[src/design/layer_overlay_consts.svh]
// Constants for the layer overlay and fine pixel scroll block.
// Assumes it is included by its bare name from design sources only.
`ifndef LAYER_OVERLAY_CONSTS_SVH
`define LAYER_OVERLAY_CONSTS_SVH

// Position and width of the fine scroll field in its command byte.
`define FINE_SCROLL_LSB        0
`define FINE_SCROLL_WIDTH      3
// Position of the two layer mix bits in the overlay command byte.
`define LAYER_MIX_LOW_BIT_POS  0
`define LAYER_MIX_HIGH_BIT_POS 1

// Reset values of the frame-latched settings.
`define FINE_SCROLL_RESET      3'h0
`define LAYER_MIX_RESET        2'h0
`define ADDR_RESET             16'h0000

// Flash half periods, counted in frames.
`define FLASH_SLOW_HALF        6'h11
`define FLASH_FAST_HALF        6'h02
`define FLASH_COUNT_RESET      6'h00

`endif

[src/design/layer_overlay_pkg.sv]
// Types shared by the layer overlay and fine pixel scroll block.
// Assumes nothing of its surroundings.
package layer_overlay_pkg;

   typedef enum logic [1:0] {
      MIX_OR      = 2'b00,
      MIX_XOR     = 2'b01,
      MIX_AND     = 2'b10,
      MIX_PRI_OR  = 2'b11
   } layer_mix_e;

   typedef enum logic [1:0] {
      BPP_1       = 2'b00,
      BPP_2       = 2'b01,
      BPP_4       = 2'b10,
      BPP_RSVD    = 2'b11
   } bpp_mode_e;

   typedef enum logic [1:0] {
      ATTR_OFF        = 2'b00,
      ATTR_ON         = 2'b01,
      ATTR_FLASH_SLOW = 2'b10,
      ATTR_FLASH_FAST = 2'b11
   } layer_attr_e;

endpackage

[src/design/layer_overlay_pixel_scroll.sv]
// Composes three stacked display layers into one pixel byte stream and
// applies the whole-screen fine horizontal pixel offset.
// Assumes the fetch side presents one byte per layer with byte_strobe,
// and that frame_start and line_start are one-cycle pulses.
//
// Functional notes
// - Shift the shown image left by the 3-bit fine scroll field value.
// - One byte change in block start address moves the image eight pixels.
// - The fine offset applies to the composed image, never per layer.
// - Fine scroll is ignored in two and four bits per pixel modes.
// - Effects come from the layer mix setting and per-layer attributes.
// - Mix bits low one, high zero select exclusive-OR of layers.
`timescale 1ns/100ps
`include "layer_overlay_consts.svh"
`default_nettype none

module layer_overlay_pixel_scroll (
   input  wire logic        clock,
   input  wire logic        reset_n,
   input  wire logic        frame_start,
   input  wire logic        line_start,
   input  wire logic        byte_strobe,
   input  wire logic [7:0]  layer_data_0,
   input  wire logic [7:0]  layer_data_1,
   input  wire logic [7:0]  layer_data_2,
   input  wire logic [15:0] block_start_address_0,
   input  wire logic [15:0] block_start_address_1,
   input  wire logic [15:0] block_start_address_2,
   input  wire logic [7:0]  address_pitch,
   input  wire logic [7:0]  fine_pixel_scroll_command,
   input  wire logic [7:0]  layer_overlay_command,
   input  wire logic [1:0]  layer_attr_0,
   input  wire logic [1:0]  layer_attr_1,
   input  wire logic [1:0]  layer_attr_2,
   input  wire logic [1:0]  bpp_mode,
   output logic      [15:0] fetch_addr_0,
   output logic      [15:0] fetch_addr_1,
   output logic      [15:0] fetch_addr_2,
   output logic      [7:0]  pixel_byte,
   output logic             pixel_valid,
   output logic      [2:0]  active_fine_scroll
);

   logic [7:0]  data_w     [3];
   logic [15:0] start_w    [3];
   logic [1:0]  attr_w     [3];
   logic [15:0] addr_q     [3];
   logic [15:0] line_base_q[3];
   logic [7:0]  gated_w    [3];

   logic [2:0]  fine_q;
   logic [1:0]  mix_q;
   logic [5:0]  slow_cnt_q;
   logic [5:0]  fast_cnt_q;
   logic        slow_phase_q;
   logic        fast_phase_q;
   logic [7:0]  prev_q;
   logic [7:0]  pixel_q;
   logic        valid_q;
   logic [7:0]  composed_w;
   logic [15:0] window_w;

   assign data_w[0]  = layer_data_0;
   assign data_w[1]  = layer_data_1;
   assign data_w[2]  = layer_data_2;
   assign start_w[0] = block_start_address_0;
   assign start_w[1] = block_start_address_1;
   assign start_w[2] = block_start_address_2;
   assign attr_w[0]  = layer_attr_0;
   assign attr_w[1]  = layer_attr_1;
   assign attr_w[2]  = layer_attr_2;

   // True while a layer with this attribute is to be shown.
   function automatic logic layer_visible(
      input logic [1:0] attr,
      input logic       slow_phase,
      input logic       fast_phase
   );
      case (attr)
         layer_overlay_pkg::ATTR_OFF:        layer_visible = 1'b0;
         layer_overlay_pkg::ATTR_ON:         layer_visible = 1'b1;
         layer_overlay_pkg::ATTR_FLASH_SLOW: layer_visible = slow_phase;
         layer_overlay_pkg::ATTR_FLASH_FAST: layer_visible = fast_phase;
         default:                            layer_visible = 1'b0;
      endcase
   endfunction

   // Settings are taken only at frame start so a scroll step made in the
   // middle of a frame cannot tear the picture between two lines.
   always_ff @(posedge clock or negedge reset_n) begin
      if (!reset_n) begin
         fine_q <= `FINE_SCROLL_RESET;
      end else if (frame_start) begin
         if (bpp_mode == layer_overlay_pkg::BPP_1) begin
            fine_q <= fine_pixel_scroll_command[`FINE_SCROLL_LSB +:
                                                `FINE_SCROLL_WIDTH];
         end else begin
            fine_q <= `FINE_SCROLL_RESET;
         end
      end
   end

   // Mix bits are gathered by position, so the logic does not depend on
   // where the command byte keeps them.
   always_ff @(posedge clock or negedge reset_n) begin
      if (!reset_n) begin
         mix_q <= `LAYER_MIX_RESET;
      end else if (frame_start) begin
         mix_q <= {layer_overlay_command[`LAYER_MIX_HIGH_BIT_POS],
                   layer_overlay_command[`LAYER_MIX_LOW_BIT_POS]};
      end
   end

   // Flash timebase, advanced once per frame.
   // Phases start visible so a flashing layer shows at once after reset.
   always_ff @(posedge clock or negedge reset_n) begin
      if (!reset_n) begin
         slow_cnt_q   <= `FLASH_COUNT_RESET;
         fast_cnt_q   <= `FLASH_COUNT_RESET;
         slow_phase_q <= 1'b1;
         fast_phase_q <= 1'b1;
      end else if (frame_start) begin
         if (slow_cnt_q == `FLASH_SLOW_HALF - 6'h01) begin
            slow_cnt_q   <= `FLASH_COUNT_RESET;
            slow_phase_q <= ~slow_phase_q;
         end else begin
            slow_cnt_q <= slow_cnt_q + 6'h01;
         end
         if (fast_cnt_q == `FLASH_FAST_HALF - 6'h01) begin
            fast_cnt_q   <= `FLASH_COUNT_RESET;
            fast_phase_q <= ~fast_phase_q;
         end else begin
            fast_cnt_q <= fast_cnt_q + 6'h01;
         end
      end
   end

   genvar gi;
   generate
      for (gi = 0; gi < 3; gi++) begin : g_layer
         // Each address step is one byte, that is eight pixels on screen.
         always_ff @(posedge clock or negedge reset_n) begin
            if (!reset_n) begin
               addr_q[gi]      <= `ADDR_RESET;
               line_base_q[gi] <= `ADDR_RESET;
            end else if (frame_start) begin
               addr_q[gi]      <= start_w[gi];
               line_base_q[gi] <= start_w[gi];
            end else if (line_start) begin
               addr_q[gi]      <= line_base_q[gi] + {8'h00, address_pitch};
               line_base_q[gi] <= line_base_q[gi] + {8'h00, address_pitch};
            end else if (byte_strobe) begin
               addr_q[gi] <= addr_q[gi] + 16'h0001;
            end
         end

         assign gated_w[gi] = layer_visible(attr_w[gi], slow_phase_q,
                                            fast_phase_q)
                              ? data_w[gi] : 8'h00;
      end
   endgenerate

   // The fourth mix code repeats OR, so an unused setting still shows
   // every layer rather than a blank screen.
   always_comb begin
      case (mix_q)
         layer_overlay_pkg::MIX_OR:
            composed_w = gated_w[0] | gated_w[1] | gated_w[2];
         layer_overlay_pkg::MIX_XOR:
            composed_w = gated_w[0] ^ gated_w[1] ^ gated_w[2];
         layer_overlay_pkg::MIX_AND:
            composed_w = gated_w[0] & gated_w[1] & gated_w[2];
         layer_overlay_pkg::MIX_PRI_OR:
            composed_w = gated_w[0] | gated_w[1] | gated_w[2];
         default:
            composed_w = 8'h00;
      endcase
   end

   // The window spans the previous and current composed bytes, so one
   // shifter serves every layer and the output lags the fetch by a byte.
   assign window_w = {prev_q, composed_w} << fine_q;

   always_ff @(posedge clock or negedge reset_n) begin
      if (!reset_n) begin
         prev_q <= 8'h00;
      end else if (frame_start || line_start) begin
         prev_q <= 8'h00;
      end else if (byte_strobe) begin
         prev_q <= composed_w;
      end
   end

   // A strobe that meets a frame or line start is refused, because the
   // fetch addresses have not yet been pointed at a valid byte for it.
   always_ff @(posedge clock or negedge reset_n) begin
      if (!reset_n) begin
         pixel_q <= 8'h00;
         valid_q <= 1'b0;
      end else if (byte_strobe && !frame_start && !line_start) begin
         pixel_q <= window_w[15:8];
         valid_q <= 1'b1;
      end else begin
         valid_q <= 1'b0;
      end
   end

   // Outputs are plain copies of registers, so nothing combinational
   // reaches a pin and the fetch side never sees a glitch.
   assign fetch_addr_0       = addr_q[0];
   assign fetch_addr_1       = addr_q[1];
   assign fetch_addr_2       = addr_q[2];
   assign pixel_byte         = pixel_q;
   assign pixel_valid        = valid_q;
   assign active_fine_scroll = fine_q;

endmodule

`default_nettype wire

[config.mk]
export PLATFORM = sky130hd
export DESIGN_NAME = layer_overlay_pixel_scroll
export DESIGN_NICKNAME = d
export VERILOG_FILES = /design/src/design/layer_overlay_pkg.sv /design/src/design/layer_overlay_pixel_scroll.sv
export VERILOG_INCLUDE_DIRS = /design/src /design/src/design
export SDC_FILE = /design/constraint.sdc
export NUM_CORES = 1
export LEC_CHECK = 0
export BUFFER_PORTS_ARGS = -buffer_cell sky130_fd_sc_hd__clkbuf_2
export CORE_MARGIN = 5
export CORE_UTILIZATION = 27
export CTS_CLUSTER_DIAMETER = 80
export DETAILED_ROUTE_END_ITERATION = 12
export PLACE_DENSITY = 0.51
export SLEW_MARGIN = 40
export SYNTH_ARGS = -nofsm -noshare
export SYNTH_HDL_FRONTEND = slang
export SYNTH_SLANG_ARGS = --single-unit
export TNS_END_PERCENT = 10
[constraint.sdc]
create_clock -name clock -period 5 [get_ports clock]
set_input_delay 1 -clock clock [delete_from_list [all_inputs] [get_ports clock]]
set_output_delay 1 -clock clock [all_outputs]
set_load 0.02 [all_outputs]
==> results of run 1 <==
-- final cells by class --
class	instances	share of cell area, %
Multi-Input combinational cell	822	49.3
Sequential cell	132	30.0
Timing Repair Buffer	168	7.97
Tap cell	448	5.08
Clock buffer	20	4.14
Inverter	56	1.91
Clock inverter	12	1.62
-- kinds of logic after synthesis --
logic type	synth area share [%]
compound gates	24.2
simple gates	17.9
fa+ha+maj	7.36
xor+xnor	6.22
mux	3.61
buf+inv	4.57
flops	36.1
-- cell usage in the layout, fill, tap and decap left out, drive strengths merged, types with 7 or more instances in the layout --
master / n
nor2: 83
buf: 12
ha: 49
clkbuf: 176
xnor2: 27
o21ai: 64
nand2b: 9
a31oi: 29
xor2: 38
a21o: 17
and3: 19
o21a: 21
mux2i: 15
a22oi: 13
a211oi: 21
o31ai: 9
nand4: 13
and2: 24
nor3: 14
nand2: 140
nand3: 33
nor2b: 7
a21oi: 62
dfrtp: 130
inv: 55
o22a: 8
o211ai: 10
o22ai: 18
-- report_power, final --
| part | internal (mW) | switching [mW] | total (mW) |
|---|---|---|---|
| Clock | 0.862 | 0.518 | 1.38 |
| Combinational | 0.534 | 0.748 | 1.28 |
| Sequential | 1.26 | 0.218 | 1.48 |
| Total | 2.66 | 1.48 | 4.14 |
-- worst max-delay path, stage by stage --
cell and delay (ns):
clkbuf_2 0.15, inv_1 0.15, fa_1 0.46, nor2b_1 0.22, o211ai_1 0.16, a31oi_1 0.60, a31oi_1 0.17, a41oi_1 0.32
a31oi_1 0.14, o21a_1 0.20
-- final timing paths --
path | from | to | slack (ns) | cells past startpoint
min reg2reg | slow_cnt_q[5] | slow_cnt_q[5] | 0.46 | 1
min in group asynchronous | reset_n | active_fine_scroll[1] | 0.58 | 1
max reg2reg | fast_phase_q | pixel_byte[0] | 1.97 | 10
min | slow_cnt_q[5] | slow_cnt_q[5] | 0.46 | 1
max in group asynchronous | reset_n | fetch_addr_2[12] | 3.47 | 2
max | address_pitch[1] | fetch_addr_2[14] | 1.76 | 10
-- sequential cells by signal, summed over array words and instances, names as in the netlist --
name,flops
line_base_q,48
fetch_addr_2,16
active_fine_scroll,3
fast_cnt_q,6
fast_phase_q,1
prev_q,8
fetch_addr_1,16
slow_phase_q,1
fetch_addr_0,16
slow_cnt_q,6
pixel_byte,8
pixel_valid,1
mix_q,2
-- metrics by stage --
stage	worst slack (ns)	instances	util, %	total power, mW
after floorplan	2.02	1059	-	2.37
after global placement	1.37	1626	31.0	2.76
after detailed placement	1.39	1626	31.0	2.79
after CTS	1.83	1658	32.9	4.19
after global routing	1.53	1658	32.9	4.40
final	1.76	1658	32.9	4.14
-- layer usage --
metal / track usage [%] / wire length, um / vias up
li1: - / - / 4096
met3: 2.97 / 1200 / 29
met5: 0 / 0 / -
met4: 4.45 / 514 / 0
met2: 25.2 / 14000 / 191
met1: 21.6 / 14100 / 4045
==> impl_metrics.yaml, run 1 <==
critical_path:
  cp-start-kind: "input port"
  crit_path_end_kind: "flop"
  crit_path_max_fanout: 6
  cp.required_ns: 5.33
  crit_type: "in2reg"
  worstPathArrival_ns: 3.56
die:
  std_cell_rows: 67
  die_w_um: 194
  initial_core_util_pct: 27.3
  core_um2: 33500
  die_h_um: 194
  pin_count: 169
  fp.dieArea_um2: 37700
logic_synthesis:
  synth-edff-count: 0
  syn-cell-area_um2: 9150
  synthTopCellsByArea: "dfrtp_1 (36%), ha_1 (6.7%), nand2_1 (5.7%), xor2_1 (3.6%), nor2_1 (3.4%)"
  ys_ff_latch: 132
  synthCells: 1059
  yosys_warnings: 0
  yosysSeqAreaShare_pct: 36.1
  async_reset_ff_share_pct: 100
  synth_flop_cell: "dfrtp_1"
  netlist_top_cells_count: "nand2_1 (140), dfrtp_1 (130), nor2_1 (83)"
  netlist.area_leader.share_pct: 35.6
  syn-num-nets: 1220
  synth.most_common_cell: "nand2_1"
  syn_area_per_cell_um2: 8.64
  synth.largest_area_cell: "dfrtp_1"
  synth.lib_cells_used.distinct: 74
clock_tree:
  clk-insertion-delay-late_ns: 0.43
  cts-resized-gates: 0
  numCtsBuffers: 17
  cts_sinks: 132
  cts_buffer_depth: 2
  cts_tree: "yes"
  clk_pin_slew_ns: 0.06
  postCtsSetupBuffers: 0
  root_buffer: "clkbuf_16"
  htreeDepth: 4
  hold_buffers: 0
detailed_routing:
  wirelength_mm: 29.8
  vias: 8361
  remaining_drc_errors: 0
  first_pass_iters: 5
  ant_nets: 0
  viasPerCell: 5.04
  wl_per_cell_um: 18.0
  drt_iter0_markers: 629
grt:
  antenna_found_initial: 0
  grt_pass1_wl_mm: 47.3
  grt-ovfl-total: 0
  grt_pass1_vias: 8378
  track_usage_pct: 15.7
  grt_max_degree: 78
placement:
  port_buffers: 157
  place_congestion: 0.792
  hpwl_mm: 21.6
  placed_area_um2: 10400
sta:
  tightest_slew_ns: 0.814
  fin_crit_sh_pct: 64.8
  setup_viol: 0
  max_freq_mhz: 309
  max_slew_margin_pct: 45.7
  final.setup.tns_ns: 0
  whs_ns: 0.459
  period_minus_slack_ns: 3.24
  hold_viol: 0
  slew_violations: 0
  rsz0062_at_grt: "no"
  finClkSkew_ns: 0.0104
hold_path:
  hold_class: "reg2reg"
final_layout:
  seq_area_um2: 3310
  fillCellCount: 3560
  synthToLayoutAreaGrowth_pct: 20.6
  antennaDiodeCount: 0
  fin_area_um2: 11000
  drive_gt1_share_pct: 19.8
  multi_input_area_um2: 5440
  nNetsFinal: 1358
power:
  p_leak_nw: 5.02
  power.density_nw_per_um2: 376
  ir_worst_vdd_mv: 0.264
run_status:
  outcome: "finished, final reports clean"
job:
  maxCapViolCount: 0
Power figures use the tool's default switching activity.
==> run 2: changes to the inputs <==
Settings changed: PLACE_DENSITY 0.51 to 0.52.
Clock period 5 ns to 2.9 ns, I/O delays scaled along.
==> run 2 against run 1 <==
Compared with the run above: final area grew 1.8%; sequential power grew 72%; first-iteration DRC count shrank 25%; via count grew 1.3%; global-route usage grew 0.13 points; flip-flop and latch count is the same; cell count grew 1.6%; clock-buffer cell count shrank 3; largest power group unchanged; highest routed layer unchanged.
==> impl_metrics.yaml, run 2 (same netlist as run 1, synthesis figures left out) <==
final_layout:
  layout_common_cells: "clkbuf_2 (155), nand2_1 (140), dfrtp_1 (130), nor2_1 (81)"
  fillCellCount: 3566
  layout_commonest_cell: "clkbuf_2"
  final_core_util_pct: 33.5
  synthToLayoutAreaGrowth_pct: 22.7
  regMostFlops: "line_base_q"
  seq_area_um2: 3310
  antennaDiodeCount: 0
  multi_input_area_um2: 5440
  drive_gt1_share_pct: 21.5
  nNetsFinal: 1385
  largest_reg_flops: 48
clock_tree:
  htreeDepth: 4
  hold_buffers: 0
  cts_buffer_depth: 2
  clk_pin_slew_ns: 0.06
  root_buffer: "clkbuf_16"
  numCtsBuffers: 17
  cts_sinks: 132
  clk-insertion-delay-late_ns: 0.43
  cts_tree: "yes"
sta:
  max_slew_margin_pct: 58.7
  whs_ns: 0.0939
  fin_crit_sh_pct: 93.4
  hold_viol: 0
  finClkSkew_ns: 0.00862
  max_freq_mhz: 369
  slew_violations: 0
  setup_viol: 0
  final.setup.tns_ns: 0
  period_minus_slack_ns: 2.71
  rsz0062_at_grt: "no"
  tightest_slew_ns: 0.620
  fin_ws_ns: 0.192
critical_path:
  cp-start-kind: "flop"
  r2r_end: "pixel_byte[0]"
  crit_path_max_fanout: 8
  worstPathArrival_ns: 3.07
  timing.rr.start: "slow_phase_q"
  reg2reg_depth: 11
  slowest_delay_ns: 0.60
  crit_path_start: "slow_phase_q"
  path_cells: "a21oi_1, a31oi_1, buf_4, and2_1, ha_1, nand2b_1, mux2i_2, a211oi_1, a21o_1, mux4_2, o21ai_2"
  crit_type: "reg2reg"
  cp.required_ns: 3.26
  r2r_setup_slack_ns: 0.19
  crit_path_end_kind: "flop"
  critical_path_buf_inv_count: 1
  critPathTopFamily: "multiplexers"
  cpMaxStageDelayCell: "dfstp_2"
grt:
  track_usage_pct: 15.8
  grt_max_degree: 78
  grt_pass1_vias: 8644
  antenna_found_initial: 0
  grt_pass1_wl_mm: 47.6
  grt-ovfl-total: 0
power:
  ir_worst_vdd_mv: 0.448
  power.density_nw_per_um2: 626
  p_leak_nw: 5.14
die:
  core_um2: 33500
  fp.dieArea_um2: 37700
  std_cell_rows: 67
  die_h_um: 194
  initial_core_util_pct: 27.3
  die_w_um: 194
  pin_count: 169
detailed_routing:
  first_pass_iters: 5
  viasPerCell: 5.03
  remaining_drc_errors: 0
  wirelength_mm: 29.9
  ant_nets: 0
  wl_per_cell_um: 17.7
  drt_iter0_markers: 470
  vias: 8473
hold_path:
  hold_class: "in2async"
run_status:
  outcome: "finished, final reports clean"
placement:
  port_buffers: 157
  place_congestion: 0.866
  hpwl_mm: 22.1
  dpl_worst_slack_ns: 0.0235
job:
  maxCapViolCount: 0
run 2: cell types whose count changed in the layout (fill, tap and decap cells not counted), sizes merged:
cell,before,now
inv,55,57
clkinv,6,8
bufinv,4,2
clkinvlp,3,4
buf,12,40
clkbuf,176,172
run 2: layout make-up:
type / count / share of cell area, %
inverters: 56 / 1.87
multi-input cells: 822 / 48.4
clock buffers: 17 / 3.79
clock inverters: 15 / 1.40
flip-flops and latches: 132 / 29.4
well taps: 448 / 4.99
repair buffers: 195 / 10.1
run 2: worst max path at each step:
stage	end	depth (start not counted)
finish	pixel_byte[0]	11
global route	pixel_byte[2]	12
CTS	pixel_byte[0]	11
detailed placement	fetch_addr_2[14]	11
global placement	fetch_addr_2[10]	12
floorplan	fetch_addr_2[14]	10
run 2: timing repair:
item,4_1_cts,5_1_grt
gates resized for setup,0,1
setup buffers,0,0
setup endpoints to repair,0,1
run 2: where the power goes:
| part | switching (mW) | leakage [nW] | internal (mW) |
|---|---|---|---|
| combinational | 1.30 | 3.23 | 0.983 |
| sequential | 0.377 | 1.63 | 2.18 |
| clock | 0.925 | 0.276 | 1.27 |
| total | 2.60 | 5.14 | 4.43 |
run 2: metrics by stage:
stage / cell area, um^2 / power [mW] / cells
floorplan: 9150 / 4.09 / 1059
global placement: 10600 / 4.84 / 1653
detailed placement: 10600 / 4.88 / 1653
CTS: 11200 / 7.11 / 1685
global route: 11200 / 7.51 / 1685
finish: 11200 / 7.03 / 1685
run 2: routing by layer:
| metal | part of all wire, % | vias to the layer above | track usage (%) |
|---|---|---|---|
| met5 | 0 | - | 0 |
| met1 | 47 | 4105 | 21.4 |
| met4 | 1.8 | 0 | 4.51 |
| met2 | 48 | 182 | 26.0 |
| met3 | 3.4 | 34 | 2.73 |
| li1 | - | 4152 | - |
